File: src/design/csdc_pkg.sv
package csdc_pkg;
  // Bus geometry
  localparam int ADDR_W = 12;
  localparam logic [1:0] RESP_OKAY = 2'h0;
  localparam logic [1:0] RESP_DECERR = 2'h3;

  // Register byte offsets
  localparam logic [11:0] OFF_REQ = 12'h000;
  localparam logic [11:0] OFF_STAT = 12'h004;
  localparam logic [11:0] OFF_FREQ = 12'h008;
  localparam logic [11:0] OFF_FLAG = 12'h00C;
  localparam logic [11:0] OFF_IRQEN = 12'h010;
  localparam logic [11:0] OFF_DOZE = 12'h88C;

  // Request register fields
  localparam int REQ_DIV_LSB = 0;
  localparam int REQ_SRC_LSB = 4;
  localparam int REQ_CURDIV_LSB = 8;

  // Status register fields
  localparam int STAT_SRC_LSB = 0;
  localparam int STAT_NEW_SOURCE_READY_BIT = 3;
  localparam int STAT_OSC_READY_STATUS_BIT = 4;
  localparam int STAT_MF_OSC_READY_BIT = 5;
  localparam int STAT_HF_OSC_READY_BIT = 6;
  localparam int STAT_HOLD_BIT = 7;

  // Flag and enable bit
  localparam int FLAG_SWITCH_BIT = 0;

  // Doze register fields
  localparam int DOZE_RATIO_LSB = 0;
  localparam int DOZE_DOE_BIT = 4;
  localparam int DOZE_ROI_BIT = 5;
  localparam int DOZE_EN_BIT = 6;
  localparam int DOZE_IDLE_BIT = 7;
  localparam logic [7:0] DOZE_RST = 8'h00;

  // Widths and reset values
  localparam int SRC_N = 6;
  localparam int FRQ_W = 4;
  localparam logic [3:0] FRQ_RST = 4'h0;
  localparam logic [3:0] DIV_RST = 4'h0;

  // Clock source codes
  typedef enum logic [2:0] {
    SRC_EXT    = 3'b000,
    SRC_HF     = 3'b001,
    SRC_LF     = 3'b010,
    SRC_SEC    = 3'b011,
    SRC_EXTPLL = 3'b100,
    SRC_HFPLL  = 3'b101
  } csdc_src_t;

  // Source plus post-divider selection
  typedef struct packed {
    logic [2:0] src;
    logic [3:0] div;
  } csdc_clksel_t;

  // Switch sequencer states
  typedef enum logic [2:0] {
    SW_IDLE = 3'b000,
    SW_WAIT = 3'b001,
    SW_HELD = 3'b010,
    SW_GAP  = 3'b011,
    SW_LOAD = 3'b100
  } csdc_sw_t;
endpackage

File: src/design/csdc_sync.sv
`timescale 1ns/1ps
module csdc_sync #(
  parameter int W = 1
) (
  input wire logic core_clk,
  input wire logic rstSync_b,
  input wire logic [W-1:0] din,
  output logic [W-1:0] dout
);
  logic [W-1:0] s1;
  logic [W-1:0] s2;
  logic [W-1:0] s3;

  genvar i;
  generate
    for (i = 0; i < W; i++)
    begin : g_bit
      // Three stages; output moves once stages two and three agree
      always_ff @(posedge core_clk or negedge rstSync_b)
      begin
        if (!rstSync_b)
        begin
          s1[i] <= 1'b0;
          s2[i] <= 1'b0;
          s3[i] <= 1'b0;
          dout[i] <= 1'b0;
        end
        else
        begin
          s1[i] <= din[i];
          s2[i] <= s1[i];
          s3[i] <= s2[i];
          if (s2[i] == s3[i])
          begin
            dout[i] <= s3[i];
          end
        end
      end
    end
  endgenerate
endmodule

File: src/design/csdc_top.sv
`timescale 1ns/1ps
module csdc_top (
  input wire logic core_clk,
  input wire logic rst_b,
  input wire logic [11:0] s_axi_awaddr,
  input wire logic s_axi_awvalid,
  output logic s_axi_awready,
  input wire logic [31:0] s_axi_wdata,
  input wire logic [3:0] s_axi_wstrb,
  input wire logic s_axi_wvalid,
  output logic s_axi_wready,
  output logic [1:0] s_axi_bresp,
  output logic s_axi_bvalid,
  input wire logic s_axi_bready,
  input wire logic [11:0] s_axi_araddr,
  input wire logic s_axi_arvalid,
  output logic s_axi_arready,
  output logic [31:0] s_axi_rdata,
  output logic [1:0] s_axi_rresp,
  output logic s_axi_rvalid,
  input wire logic s_axi_rready,
  input wire logic [5:0] oscReady,
  input wire logic hfSettled,
  input wire logic isrEnter,
  input wire logic isrExit,
  input wire logic sleepExec,
  output csdc_pkg::csdc_clksel_t clkSel,
  output logic clkRun,
  output logic [5:0] oscEnable,
  output logic [3:0] freqSelect,
  output logic freqLoad,
  output logic mfClkHold,
  output logic switchIrq,
  output logic cpuRun,
  output logic enterIdle,
  output logic enterSleep
);
  logic rstMeta_b;
  logic rstSync_b;
  logic [5:0] readySync;
  logic [1:0] hfSync;
  logic awHave;
  logic wHave;
  logic [11:0] awAddr;
  logic [31:0] wData;
  logic wLane0;
  logic awTake;
  logic wTake;
  logic doWrite;
  logic arTake;
  logic next_awHave;
  logic next_wHave;
  logic next_bvalid;
  logic next_rvalid;
  logic wrReq;
  logic wrStat;
  logic wrFreq;
  logic wrFlag;
  logic wrIrqEn;
  logic wrDoze;
  csdc_pkg::csdc_clksel_t req;
  logic reqStart;
  logic hold;
  csdc_pkg::csdc_sw_t swState;
  logic newSrcReady;
  logic oscReadyStat;
  logic flagSet;
  logic switchFlag;
  logic irqEn;
  logic freqPending;
  logic hfSeenLow;
  logic idleSel;
  logic dozeEn;
  logic recoverOnIrq;
  logic reduceOnIrqExit;
  logic [2:0] dozeRatio;
  logic [7:0] dozeCnt;
  logic srcReadyNow;

  // Address decode shared by read and write paths
  function automatic logic isMapped(input logic [11:0] a);
    isMapped = (a == csdc_pkg::OFF_REQ) || (a == csdc_pkg::OFF_STAT) ||
               (a == csdc_pkg::OFF_FREQ) || (a == csdc_pkg::OFF_FLAG) ||
               (a == csdc_pkg::OFF_IRQEN) || (a == csdc_pkg::OFF_DOZE);
  endfunction

  // Doze counter mask: 2^(ratio+1)-1
  function automatic logic [7:0] dozeMask(input logic [2:0] r);
    logic [8:0] m;
    m = (9'h002 << r) - 9'h001;
    dozeMask = m[7:0];
  endfunction

  // Reset release through two flops
  always_ff @(posedge core_clk or negedge rst_b)
  begin
    if (!rst_b)
    begin
      rstMeta_b <= 1'b0;
      rstSync_b <= 1'b0;
    end
    else
    begin
      rstMeta_b <= 1'b1;
      rstSync_b <= rstMeta_b;
    end
  end

  // Oscillator status pins into the core domain
  csdc_sync #(.W(8)) u_sync (
    .core_clk(core_clk),
    .rstSync_b(rstSync_b),
    .din({hfSettled, hfSettled, oscReady}),
    .dout({hfSync, readySync})
  );

  // AXI write channel handshakes
  assign awTake = s_axi_awvalid && s_axi_awready;
  assign wTake = s_axi_wvalid && s_axi_wready;
  assign doWrite = awHave && wHave && !s_axi_bvalid;
  assign next_awHave = doWrite ? 1'b0 : (awHave || awTake);
  assign next_wHave = doWrite ? 1'b0 : (wHave || wTake);
  assign next_bvalid = doWrite || (s_axi_bvalid && !s_axi_bready);

  always_ff @(posedge core_clk or negedge rstSync_b)
  begin
    if (!rstSync_b)
    begin
      awHave <= 1'b0;
      wHave <= 1'b0;
      awAddr <= 12'h000;
      wData <= 32'h0000_0000;
      wLane0 <= 1'b0;
      s_axi_awready <= 1'b0;
      s_axi_wready <= 1'b0;
      s_axi_bvalid <= 1'b0;
      s_axi_bresp <= csdc_pkg::RESP_OKAY;
    end
    else
    begin
      awHave <= next_awHave;
      wHave <= next_wHave;
      s_axi_awready <= !next_awHave && !next_bvalid;
      s_axi_wready <= !next_wHave && !next_bvalid;
      s_axi_bvalid <= next_bvalid;
      if (awTake)
      begin
        awAddr <= s_axi_awaddr;
      end
      if (wTake)
      begin
        wData <= s_axi_wdata;
        wLane0 <= s_axi_wstrb[0];
      end
      if (doWrite)
      begin
        s_axi_bresp <= isMapped(awAddr) ? csdc_pkg::RESP_OKAY : csdc_pkg::RESP_DECERR;
      end
    end
  end

  // Register write strobes, low byte lane only
  assign wrReq = doWrite && wLane0 && (awAddr == csdc_pkg::OFF_REQ);
  assign wrStat = doWrite && wLane0 && (awAddr == csdc_pkg::OFF_STAT);
  assign wrFreq = doWrite && wLane0 && (awAddr == csdc_pkg::OFF_FREQ);
  assign wrFlag = doWrite && wLane0 && (awAddr == csdc_pkg::OFF_FLAG);
  assign wrIrqEn = doWrite && wLane0 && (awAddr == csdc_pkg::OFF_IRQEN);
  assign wrDoze = doWrite && wLane0 && (awAddr == csdc_pkg::OFF_DOZE);

  // AXI read channel, data captured with the address
  assign arTake = s_axi_arvalid && s_axi_arready;
  assign next_rvalid = arTake || (s_axi_rvalid && !s_axi_rready);

  always_ff @(posedge core_clk or negedge rstSync_b)
  begin
    if (!rstSync_b)
    begin
      s_axi_arready <= 1'b0;
      s_axi_rvalid <= 1'b0;
      s_axi_rdata <= 32'h0000_0000;
      s_axi_rresp <= csdc_pkg::RESP_OKAY;
    end
    else
    begin
      s_axi_arready <= !next_rvalid;
      s_axi_rvalid <= next_rvalid;
      if (arTake)
      begin
        s_axi_rresp <= isMapped(s_axi_araddr) ? csdc_pkg::RESP_OKAY : csdc_pkg::RESP_DECERR;
        s_axi_rdata <= 32'h0000_0000;
        unique case (s_axi_araddr)
          csdc_pkg::OFF_REQ:
          begin
            s_axi_rdata[csdc_pkg::REQ_DIV_LSB +: 4] <= req.div;
            s_axi_rdata[csdc_pkg::REQ_SRC_LSB +: 3] <= req.src;
            s_axi_rdata[csdc_pkg::REQ_CURDIV_LSB +: 4] <= clkSel.div;
          end
          csdc_pkg::OFF_STAT:
          begin
            s_axi_rdata[csdc_pkg::STAT_SRC_LSB +: 3] <= clkSel.src;
            s_axi_rdata[csdc_pkg::STAT_NEW_SOURCE_READY_BIT] <= newSrcReady;
            s_axi_rdata[csdc_pkg::STAT_OSC_READY_STATUS_BIT] <= oscReadyStat;
            s_axi_rdata[csdc_pkg::STAT_MF_OSC_READY_BIT] <= !freqPending && readySync[csdc_pkg::SRC_HF];
            s_axi_rdata[csdc_pkg::STAT_HF_OSC_READY_BIT] <= !freqPending && readySync[csdc_pkg::SRC_HF];
            s_axi_rdata[csdc_pkg::STAT_HOLD_BIT] <= hold;
          end
          csdc_pkg::OFF_FREQ: s_axi_rdata[csdc_pkg::FRQ_W-1:0] <= freqSelect;
          csdc_pkg::OFF_FLAG: s_axi_rdata[csdc_pkg::FLAG_SWITCH_BIT] <= switchFlag;
          csdc_pkg::OFF_IRQEN: s_axi_rdata[csdc_pkg::FLAG_SWITCH_BIT] <= irqEn;
          csdc_pkg::OFF_DOZE:
          begin
            s_axi_rdata[csdc_pkg::DOZE_RATIO_LSB +: 3] <= dozeRatio;
            s_axi_rdata[csdc_pkg::DOZE_DOE_BIT] <= reduceOnIrqExit;
            s_axi_rdata[csdc_pkg::DOZE_ROI_BIT] <= recoverOnIrq;
            s_axi_rdata[csdc_pkg::DOZE_EN_BIT] <= dozeEn;
            s_axi_rdata[csdc_pkg::DOZE_IDLE_BIT] <= idleSel;
          end
          default: s_axi_rdata <= 32'h0000_0000;
        endcase
      end
    end
  end

  // Request and hold registers; codes above the six sources are ignored
  always_ff @(posedge core_clk or negedge rstSync_b)
  begin
    if (!rstSync_b)
    begin
      req <= '{src: csdc_pkg::SRC_HF, div: csdc_pkg::DIV_RST};
      reqStart <= 1'b0;
      hold <= 1'b0;
    end
    else
    begin
      reqStart <= 1'b0;
      if (wrReq && (wData[csdc_pkg::REQ_SRC_LSB +: 3] <= csdc_pkg::SRC_HFPLL))
      begin
        req.src <= wData[csdc_pkg::REQ_SRC_LSB +: 3];
        req.div <= wData[csdc_pkg::REQ_DIV_LSB +: 4];
        reqStart <= 1'b1;
      end
      if (wrStat)
      begin
        hold <= wData[csdc_pkg::STAT_HOLD_BIT];
      end
    end
  end

  // Requested source ready: already running counts as ready
  assign srcReadyNow = (req.src == clkSel.src) || readySync[req.src];

  // Switch sequencer, runs every core cycle regardless of doze
  always_ff @(posedge core_clk or negedge rstSync_b)
  begin
    if (!rstSync_b)
    begin
      swState <= csdc_pkg::SW_IDLE;
      clkSel <= '{src: csdc_pkg::SRC_HF, div: csdc_pkg::DIV_RST};
      clkRun <= 1'b1;
      newSrcReady <= 1'b0;
      flagSet <= 1'b0;
    end
    else
    begin
      flagSet <= 1'b0;
      unique case (swState)
        csdc_pkg::SW_IDLE:
        begin
          if (reqStart)
          begin
            swState <= csdc_pkg::SW_WAIT;
          end
        end
        csdc_pkg::SW_WAIT:
        begin
          if (srcReadyNow && !reqStart)
          begin
            newSrcReady <= 1'b1;
            flagSet <= 1'b1;
            swState <= hold ? csdc_pkg::SW_HELD : csdc_pkg::SW_GAP;
          end
        end
        csdc_pkg::SW_HELD:
        begin
          if (req == clkSel)
          begin
            newSrcReady <= 1'b0;
            swState <= csdc_pkg::SW_IDLE;
          end
          else if (reqStart)
          begin
            newSrcReady <= 1'b0;
            swState <= csdc_pkg::SW_WAIT;
          end
          else if (!hold)
          begin
            swState <= csdc_pkg::SW_GAP;
          end
        end
        csdc_pkg::SW_GAP:
        begin
          clkRun <= 1'b0;
          swState <= csdc_pkg::SW_LOAD;
        end
        csdc_pkg::SW_LOAD:
        begin
          clkSel <= req;
          clkRun <= 1'b1;
          newSrcReady <= 1'b0;
          swState <= reqStart ? csdc_pkg::SW_WAIT : csdc_pkg::SW_IDLE;
        end
        default: swState <= csdc_pkg::SW_IDLE;
      endcase
    end
  end

  // Pollable ready, oscillator enables and interrupt flag
  always_ff @(posedge core_clk or negedge rstSync_b)
  begin
    if (!rstSync_b)
    begin
      oscReadyStat <= 1'b0;
      oscEnable <= 6'h02;
      switchFlag <= 1'b0;
      irqEn <= 1'b0;
      switchIrq <= 1'b0;
    end
    else
    begin
      oscReadyStat <= newSrcReady || ((swState == csdc_pkg::SW_IDLE) && !reqStart);
      oscEnable <= (6'h01 << clkSel.src) | (6'h01 << req.src);
      if (wrIrqEn)
      begin
        irqEn <= wData[csdc_pkg::FLAG_SWITCH_BIT];
      end
      // Write one clears; a same-cycle set wins
      if (flagSet)
      begin
        switchFlag <= 1'b1;
      end
      else if (wrFlag && wData[csdc_pkg::FLAG_SWITCH_BIT])
      begin
        switchFlag <= 1'b0;
      end
      switchIrq <= (switchFlag || flagSet) && irqEn;
    end
  end

  // Internal frequency select and retune pending tracking
  always_ff @(posedge core_clk or negedge rstSync_b)
  begin
    if (!rstSync_b)
    begin
      freqSelect <= csdc_pkg::FRQ_RST;
      freqLoad <= 1'b0;
      freqPending <= 1'b0;
      hfSeenLow <= 1'b0;
      mfClkHold <= 1'b0;
    end
    else
    begin
      freqLoad <= wrFreq;
      if (wrFreq)
      begin
        freqSelect <= wData[csdc_pkg::FRQ_W-1:0];
        freqPending <= 1'b1;
        hfSeenLow <= 1'b0;
      end
      else if (freqPending && !hfSync[0])
      begin
        hfSeenLow <= 1'b1;
      end
      else if (freqPending && hfSeenLow && hfSync[1])
      begin
        freqPending <= 1'b0;
      end
      mfClkHold <= wrFreq || (freqPending && !(hfSeenLow && hfSync[1]));
    end
  end

  // Doze and idle control with ISR hooks
  always_ff @(posedge core_clk or negedge rstSync_b)
  begin
    if (!rstSync_b)
    begin
      idleSel <= csdc_pkg::DOZE_RST[csdc_pkg::DOZE_IDLE_BIT];
      dozeEn <= csdc_pkg::DOZE_RST[csdc_pkg::DOZE_EN_BIT];
      recoverOnIrq <= csdc_pkg::DOZE_RST[csdc_pkg::DOZE_ROI_BIT];
      reduceOnIrqExit <= csdc_pkg::DOZE_RST[csdc_pkg::DOZE_DOE_BIT];
      dozeRatio <= csdc_pkg::DOZE_RST[csdc_pkg::DOZE_RATIO_LSB +: 3];
    end
    else
    begin
      if (wrDoze)
      begin
        idleSel <= wData[csdc_pkg::DOZE_IDLE_BIT];
        dozeEn <= wData[csdc_pkg::DOZE_EN_BIT];
        recoverOnIrq <= wData[csdc_pkg::DOZE_ROI_BIT];
        reduceOnIrqExit <= wData[csdc_pkg::DOZE_DOE_BIT];
        dozeRatio <= wData[csdc_pkg::DOZE_RATIO_LSB +: 3];
      end
      // Hardware updates override a same-cycle write
      if (isrEnter && recoverOnIrq)
      begin
        dozeEn <= 1'b0;
      end
      else if (isrExit && reduceOnIrqExit)
      begin
        dozeEn <= 1'b1;
      end
    end
  end

  // CPU cycle enable: one in 2^(ratio+1) cycles while dozing
  always_ff @(posedge core_clk or negedge rstSync_b)
  begin
    if (!rstSync_b)
    begin
      dozeCnt <= 8'h00;
      cpuRun <= 1'b0;
    end
    else
    begin
      dozeCnt <= dozeCnt + 8'h01;
      cpuRun <= !dozeEn || ((dozeCnt & dozeMask(dozeRatio)) == dozeMask(dozeRatio));
    end
  end

  // Sleep instruction dispatch, not blocked by a pending switch
  always_ff @(posedge core_clk or negedge rstSync_b)
  begin
    if (!rstSync_b)
    begin
      enterIdle <= 1'b0;
      enterSleep <= 1'b0;
    end
    else
    begin
      enterIdle <= sleepExec && idleSel;
      enterSleep <= sleepExec && !idleSel;
    end
  end
endmodule

File: config.mk
export PLATFORM = sky130hd
export DESIGN_NAME = csdc_top
export DESIGN_NICKNAME = d
export VERILOG_FILES = /design/src/design/csdc_pkg.sv /design/src/design/csdc_sync.sv /design/src/design/csdc_top.sv
export SDC_FILE = /design/constraint.sdc
export NUM_CORES = 1
export LEC_CHECK = 0
export ABC_AREA = 1
export CORE_MARGIN = 2
export CORE_UTILIZATION = 40
export CTS_CLUSTER_SIZE = 16
export DETAILED_ROUTE_END_ITERATION = 16
export DONT_BUFFER_PORTS = 1
export HOLD_SLACK_MARGIN = 0.08
export SKIP_CTS_REPAIR_TIMING = 1
export SLEW_MARGIN = 5
export SYNTH_ARGS = -nofsm -noshare
export SYNTH_HDL_FRONTEND = slang
export SYNTH_HIERARCHICAL = 1
export SYNTH_SLANG_ARGS = --single-unit
File: constraint.sdc
create_clock -name core_clk -period 5.6 [get_ports core_clk]
set_clock_uncertainty 0.05 [all_clocks]
set_input_delay 0 -clock core_clk [delete_from_list [all_inputs] [get_ports core_clk]]
set_output_delay 0 -clock core_clk [all_outputs]
set_load 0.05 [all_outputs]
==> impl_metrics.env, run 1 <==
export IMPL_outcome="finished, final reports clean"
export IMPL_area_growth_pct=19.6
export IMPL_fillers=1368
export IMPL_gp_congestion=0.848
export IMPL_final_common_cell="nand2_1"
export IMPL_critPathMaxStageDelay_ns=0.72
export IMPL_die_x_um=125
export IMPL_worstMarginPinSlew_ns=0.931
export IMPL_max_freq_ghz=0.314
export IMPL_grt_overflow=0
export IMPL_synth_top_area_share_pct=55.9
export IMPL_die_h_um=125
export IMPL_synthCells=664
export IMPL_synth_avg_cell_area_um2=8.76
export IMPL_grt_busiest_layer="met2"
export IMPL_switchingPower_mw=0.904
export IMPL_power_frac_comb_pct=15.0
export IMPL_drt_pass1_iter_count=5
export IMPL_finalNetCount=797
export IMPL_synthArstFlopShare_pct=100
export IMPL_synth_edf_count=0
export IMPL_core_area_mm2=0.0144
export IMPL_cts_buffer_depth=2
export IMPL_ant_nets=0
export IMPL_power_density_mw_per_mm2=403
export IMPL_num_antenna_cells=0
export IMPL_cts_htree_levels=4
export IMPL_yosys_warnings=6
export IMPL_cp_common_cell="dlygate4sd3_1"
export IMPL_crit_path_max_fanout=8
export IMPL_irDropWorstVdd_mv=0.319
export IMPL_vias=4432
export IMPL_drc_errors=0
export IMPL_hold_viol=0
export IMPL_grt_first_pass_wirelength_um=21000
export IMPL_viasPerCell=4.84
export IMPL_ys_seq_area_share_pct=57.7
export IMPL_multi_input_area_mm2=0.00196
export IMPL_clk_pin_slew_worst_paths_ns=0.06
export IMPL_switching_share_pct=32.2
export IMPL_gr_usage_met3_pct=7.04
export IMPL_grtUsageTotal_pct=17.1
export IMPL_io_buffers=0
export IMPL_leakagePower_nw=3.40
export IMPL_cts_made_buffers=17
export IMPL_start_util_pct=40.5
export IMPL_crit_path_start_kind="input port"
export IMPL_worstSetupPathType="input port to flip-flop"
export IMPL_clk_latency_ns=0.41
export IMPL_synth_area_mm2=0.00582
export IMPL_cts_tree="built"
export IMPL_p_clk_share_pct=37.0
export IMPL_rsz0062_at_grt="false"
export IMPL_power_frac_seq_pct=48.0
export IMPL_hp_class="input port to flip-flop"
export IMPL_drt_iter0_drc=279
export IMPL_yosys_area_top_type="dfrtp_1"
export IMPL_regArea_mm2=0.00336
export IMPL_crit_slowest_cell="dlygate4sd3_1"
export IMPL_ys_ff_latch=134
export IMPL_grtUsageMet2_pct=27.2
export IMPL_grt_start_max_net_pins=72
export IMPL_first_global_vias=4187
export IMPL_synthTopCellsByArea="dfrtp_1 (56%), nand2_1 (12%), inv_1 (5.7%), o21ai_0 (4.1%), nand3_1 (3.4%)"
export IMPL_critPathCaptureType="flip-flop"
export IMPL_maxSlewHeadroom_pct=37.9
export IMPL_cp_required_ns=5.90
export IMPL_maxCapViolations=0
export IMPL_pin_count=142
export IMPL_grt_antenna_before_repair=0
export IMPL_setup_tns_ns=0
export IMPL_grt_met1_usage_pct=20.8
export IMPL_synthDistinctLibCells=36
export IMPL_fin_crit_ns=3.18
export IMPL_dieArea_mm2=0.0155
export IMPL_worstPathArrival_ns=3.48
export IMPL_drive_gt1_share_pct=6.98
export IMPL_min_period_over_period_pct=56.8
export IMPL_total_power_mw=2.80
export IMPL_slew_violations=0
export IMPL_wire_per_inst_um=14.1
export IMPL_cts_root_buf="clkbuf_16"
export IMPL_num_rows=44
export IMPL_setup_viol=0
export IMPL_p_int_mw=1.90
export IMPL_layout_common_cells="nand2_1 (185), dfrtp_1 (129), inv_1 (88), dlygate4sd3_1 (51), o21ai_0 (48)"
export IMPL_crit_chain="dlygate4sd3_1 > nor2_2 > dlygate4sd3_1 > nand3_1 > dlygate4sd3_1 > nor3_2 > dlygate4sd3_1 > nand3_1 > nand2_1"
export IMPL_cts_sinks=134
export IMPL_hpwl_um=8960
export IMPL_routed_wl_um=12900
export IMPL_dominantRegCellSynth="dfrtp_1"
==> registers in the layout, summed over array words and instances, names as in the netlist, 6 cells and up <==
register and count:
oscEnable 6, awAddr 12, clkSel 7, u_sync/s1 8, u_sync/dout 8, u_sync/s3 8
req 7, u_sync/s2 8, dozeCnt 8, s_axi_rdata 12, wData 8
==> critical path, delay by kind of cell <==
family / cells / cell delay (ns)
buf+inv: 4 / 2.48
simple gates: 5 / 1.00
==> power groups by stage <==
| stage | Combinational, mW | Clock, mW | Sequential, mW |
|---|---|---|---|
| after floorplan | 0.333 | 0 | 1.31 |
| after global placement | 0.352 | 0 | 1.36 |
| after detailed placement | 0.365 | 0 | 1.36 |
| after CTS | 0.368 | 1.06 | 1.35 |
| after global routing | 0.486 | 1.11 | 1.37 |
| final | 0.421 | 1.04 | 1.35 |
==> through the flow <==
step           setup slack, ns  instance area [um2]  utilization, %  hold slack, ns  instances
3_5_place_dp              3.61                 5890            41.0          -0.346        832
2_1_floorplan             1.55                 5890               -          -0.346        683
5_1_grt                   2.27                 6960            48.4          0.0885        915
4_1_cts                   3.59                 6450            44.9          -0.793        864
3_3_place_gp              3.65                 5890            41.0          -0.346        832
6_report                  2.42                 6960            48.4          0.0413        915
==> synthesized netlist by cell type (3+ instances only) <==
cell type    n
nand4_1      8
o21ai_1     13
o21ai_0     48
a21oi_1     21
inv_1       88
clkbuf_1     6
nor3_1      12
xor2_1       6
dfstp_2      4
buf_2        6
nor2_2       5
dfrtp_1    130
nand2_1    185
nand3_2      3
nor2_1      36
nand3_1     40
buf_4       23
==> layer usage <==
layer	vias to the layer above	wire length [um]
met4	0	238
met3	16	767
met5	-	0
met2	138	6230
li1	2180	-
met1	2098	5630
==> cell type report <==
class / count / area share, %
Sequential cell: 134 / 48.3
Multi-Input combinational cell: 423 / 28.1
Tap cell: 184 / 3.31
Clock buffer: 24 / 6.92
Inverter: 90 / 4.85
Clock inverter: 8 / 1.06
Timing Repair Buffer: 52 / 7.44
==> cell families after synthesis <==
family	count (synthesis)	share of synthesized area (%)
AND/OR/NAND/NOR	301	22.4
flip-flops	134	57.7
buffers and inverters	126	9.87
AO/OA/AOI/OAI	91	8.24
XOR/XNOR	8	1.20
adder cells (fa/ha/maj)	2	0.430
other	2	0.129
==> worst paths after layout <==
check	start	end	slack [ns]	depth (start not counted)
setup / recovery	s_axi_araddr[0]	s_axi_rdata[9]	2.42	9
hold / removal	s_axi_arvalid	s_axi_rdata[5]	0.04	3
setup reg to reg	s_axi_bvalid	dozeEn	2.47	9
hold reg to reg	u_sync/s1[5]	u_sync/s2[5]	0.29	0
max in group asynchronous	rstSync_b	s_axi_arready	3.77	1
min in group asynchronous	rst_b	rstSync_b	0.30	2
Power figures use the tool's default switching activity.
==> run 2, diff against run 1 <==
--- a/config.mk
+++ b/config.mk
@@ -5,7 +5,7 @@
 export SDC_FILE = /design/constraint.sdc
 export NUM_CORES = 1
 export LEC_CHECK = 0
-export ABC_AREA = 1
+export ABC_AREA = 0
 export CORE_MARGIN = 2
 export CORE_UTILIZATION = 40
 export CTS_CLUSTER_SIZE = 16
==> constraint.sdc (replaced) <==
create_clock -name core_clk -period 3.29 [get_ports core_clk]
set_clock_uncertainty 0.05 [all_clocks]
set_input_delay 0 -clock core_clk [delete_from_list [all_inputs] [get_ports core_clk]]
set_output_delay 0 -clock core_clk [all_outputs]
set_load 0.05 [all_outputs]
==> run 2 against run 1 <==
Routed wire length decreased by 7.9%. Worst setup slack got worse by 1.9 ns. Count of clock-buffer cells in the layout decreased by 6. Flip-flop and latch count unchanged. Clock power rose by 98%. Largest cell class unchanged. Largest power group unchanged.
==> impl_metrics.env, run 2 <==
export IMPL_cts_sinks=134
export IMPL_synth_most_common_cell="dfrtp_1"
export IMPL_worstMarginPinSlew_ns=0.945
export IMPL_fillers=1182
export IMPL_crit_path_start_kind="input port"
export IMPL_wire_per_inst_um=16.7
export IMPL_viasPerCell=5.12
export IMPL_min_period_over_period_pct=83.3
export IMPL_first_global_vias=3471
export IMPL_routed_wl_um=11900
export IMPL_grt_start_max_net_pins=50
export IMPL_synthCells=450
export IMPL_max_freq_ghz=0.365
export IMPL_drc_errors=0
export IMPL_die_x_um=122
export IMPL_core_area_mm2=0.0138
export IMPL_ant_nets=0
export IMPL_synth_area_mm2=0.00561
export IMPL_start_util_pct=40.7
export IMPL_area_growth_pct=24.1
export IMPL_maxSlewHeadroom_pct=37.0
export IMPL_power_density_mw_per_mm2=716
export IMPL_hp_class="input port to flip-flop"
export IMPL_dominantRegCellSynth="dfrtp_1"
export IMPL_setup_tns_ns=0
export IMPL_grt_first_pass_wirelength_um=18000
export IMPL_cts_root_buf="clkbuf_16"
export IMPL_dp_cells=619
export IMPL_io_buffers=0
export IMPL_pin_count=142
export IMPL_slew_violations=0
export IMPL_outcome="finished, final reports clean"
export IMPL_critPathCaptureType="flip-flop"
export IMPL_worstSetupPathType="input port to flip-flop"
export IMPL_num_antenna_cells=0
export IMPL_drt_iter0_drc=175
export IMPL_fin_crit_ns=2.74
export IMPL_dieArea_mm2=0.0150
export IMPL_synthTopCellsByArea="dfrtp_1 (58%), mux2_2 (8.4%), buf_4 (3.1%), o21ai_0 (2.3%), nand2_1 (2.1%)"
export IMPL_synth_edf_count=0
export IMPL_layout_common_cells="dfrtp_1 (129), dlygate4sd3_1 (59), mux2_2 (42), nand2_1 (31), o21ai_0 (26)"
export IMPL_final_common_cell="dfrtp_1"
export IMPL_hold_viol=0
export IMPL_setup_viol=0
export IMPL_rsz0062_at_grt="false"
export IMPL_leakagePower_nw=3.07
export IMPL_grtUsageTotal_pct=16.3
export IMPL_cp_required_ns=3.60
export IMPL_worstPathArrival_ns=3.05
export IMPL_synthDistinctLibCells=60
export IMPL_irDropWorstVdd_mv=0.516
export IMPL_drt_pass1_iter_count=6
export IMPL_synthArstFlopShare_pct=100
export IMPL_reg_top3="awAddr (12), s_axi_rdata (12)"
export IMPL_ys_ff_latch=134
export IMPL_drive_gt1_share_pct=20.0
export IMPL_hpwl_um=8340
export IMPL_gp_congestion=0.810
export IMPL_yosys_area_top_type="dfrtp_1"
export IMPL_crit_path_max_fanout=9
export IMPL_grt_overflow=0
export IMPL_clk_pin_slew_worst_paths_ns=0.06
export IMPL_final_util_pct=50.6
export IMPL_synth_avg_cell_area_um2=12.5
export IMPL_cts_made_buffers=17
export IMPL_finalNetCount=596
export IMPL_ys_seq_area_share_pct=59.8
export IMPL_yosys_warnings=6
export IMPL_multi_input_area_mm2=0.00203
export IMPL_regArea_mm2=0.00336
export IMPL_cts_buffer_depth=2
export IMPL_fin_cells=710
export IMPL_cts_tree="built"
export IMPL_cts_htree_levels=4
export IMPL_synth_common_cells="dfrtp_1 (130), mux2_2 (42), nand2_1 (31)"
export IMPL_grt_antenna_before_repair=0
export IMPL_num_rows=43
export IMPL_synth_top_area_share_pct=58.0
export IMPL_clk_latency_ns=0.42
export IMPL_vias=3632
export IMPL_die_h_um=122
export IMPL_maxCapViolations=0
-- run 2: cell count changes in the layout (fill, tap and decap cells not counted), moves of 9 or more --
| cell | change |
|---|---|
| nand2_1 | -154 |
| inv_1 | -69 |
| mux2_2 | +42 |
| nand3_1 | -29 |
| o21ai_0 | -22 |
| nor2_1 | -16 |
| o21ai_1 | -13 |
| a21oi_1 | -12 |
| a22o_1 | +9 |
-- run 2: per-layer routing --
| metal | global-route usage, % | routed length [um] |
|---|---|---|
| met1 | 19.7 | 5130 |
| met2 | 24.9 | 5600 |
| met3 | 7.71 | 824 |
| met4 | 7.40 | 299 |
| met5 | 0 | 0 |
-- run 2: power by group --
| group | internal, mW | total, mW | switching [mW] |
|---|---|---|---|
| logic | 0.320 | 0.622 | 0.302 |
| clock network | 1.35 | 2.06 | 0.712 |
| registers | 1.89 | 2.30 | 0.411 |
| total | 3.56 | 4.99 | 1.43 |
-- run 2: final timing paths --
| kind | from | cells after the start | slack [ns] | end |
|---|---|---|---|---|
| worst max register to register | awAddr[6] | 6 | 0.78 | dozeEn |
| max in group asynchronous | rstSync_b | 1 | 2.07 | cpuRun |
| min in group asynchronous | rst_b | 2 | 0.29 | rstSync_b |
| worst max-delay path | s_axi_araddr[2] | 7 | 0.55 | s_axi_rdata[7] |
| worst min-delay path | s_axi_araddr[6] | 4 | 0.05 | s_axi_rdata[0] |
| worst min register to register | u_sync/s1[5] | 0 | 0.29 | u_sync/s2[5] |
-- run 2: area by class of cell --
| cell class | count | area share [%] |
|---|---|---|
| sequential | 134 | 48.3 |
| multi-input combinational | 281 | 29.1 |
| timing repair buffer | 64 | 9.02 |
| clock buffer | 18 | 6.16 |
| tap | 180 | 3.23 |
| clock inverter | 14 | 3.22 |
| inverter | 19 | 1.02 |
-- run 2: worst max-delay path: stages --
cell,delay [ns]
dlygate4sd3_1,0.74
nand2_1,0.18
nor4_2,0.71
a32oi_1,0.11
dlygate4sd3_1,0.61
o21ai_0,0.13
dlygate4sd3_1,0.56
-- run 2: cells by family (layout without fill, tap and decap cells) --
| logic type | Yosys count | in the layout | share of synthesized area, % |
|---|---|---|---|
| AOI/OAI and AO/OA | 78 | 78 | 9.34 |
| other | 2 | 21 | 0.134 |
| xor gates and xnor gates | 14 | 14 | 2.19 |
| buffers and inverters | 54 | 115 | 5.33 |
| adders and majority gates | 10 | 10 | 2.05 |
| DFF | 134 | 134 | 59.8 |
| and+or+nand+nor | 109 | 109 | 11.2 |
| muxes | 49 | 49 | 9.90 |
-- run 2: per-stage QoR --
step	setup slack, ns	hold slack (ns)	instance area, um2	total power [mW]
after CTS	0.952	-0.793	6370	4.97
after floorplan	1.02	-0.346	5680	2.76
final	0.550	0.0525	6970	4.99
after global placement	1.02	-0.346	5720	2.86
after detailed placement	0.964	-0.346	5720	2.89
after global routing	0.429	0.0737	6970	5.22
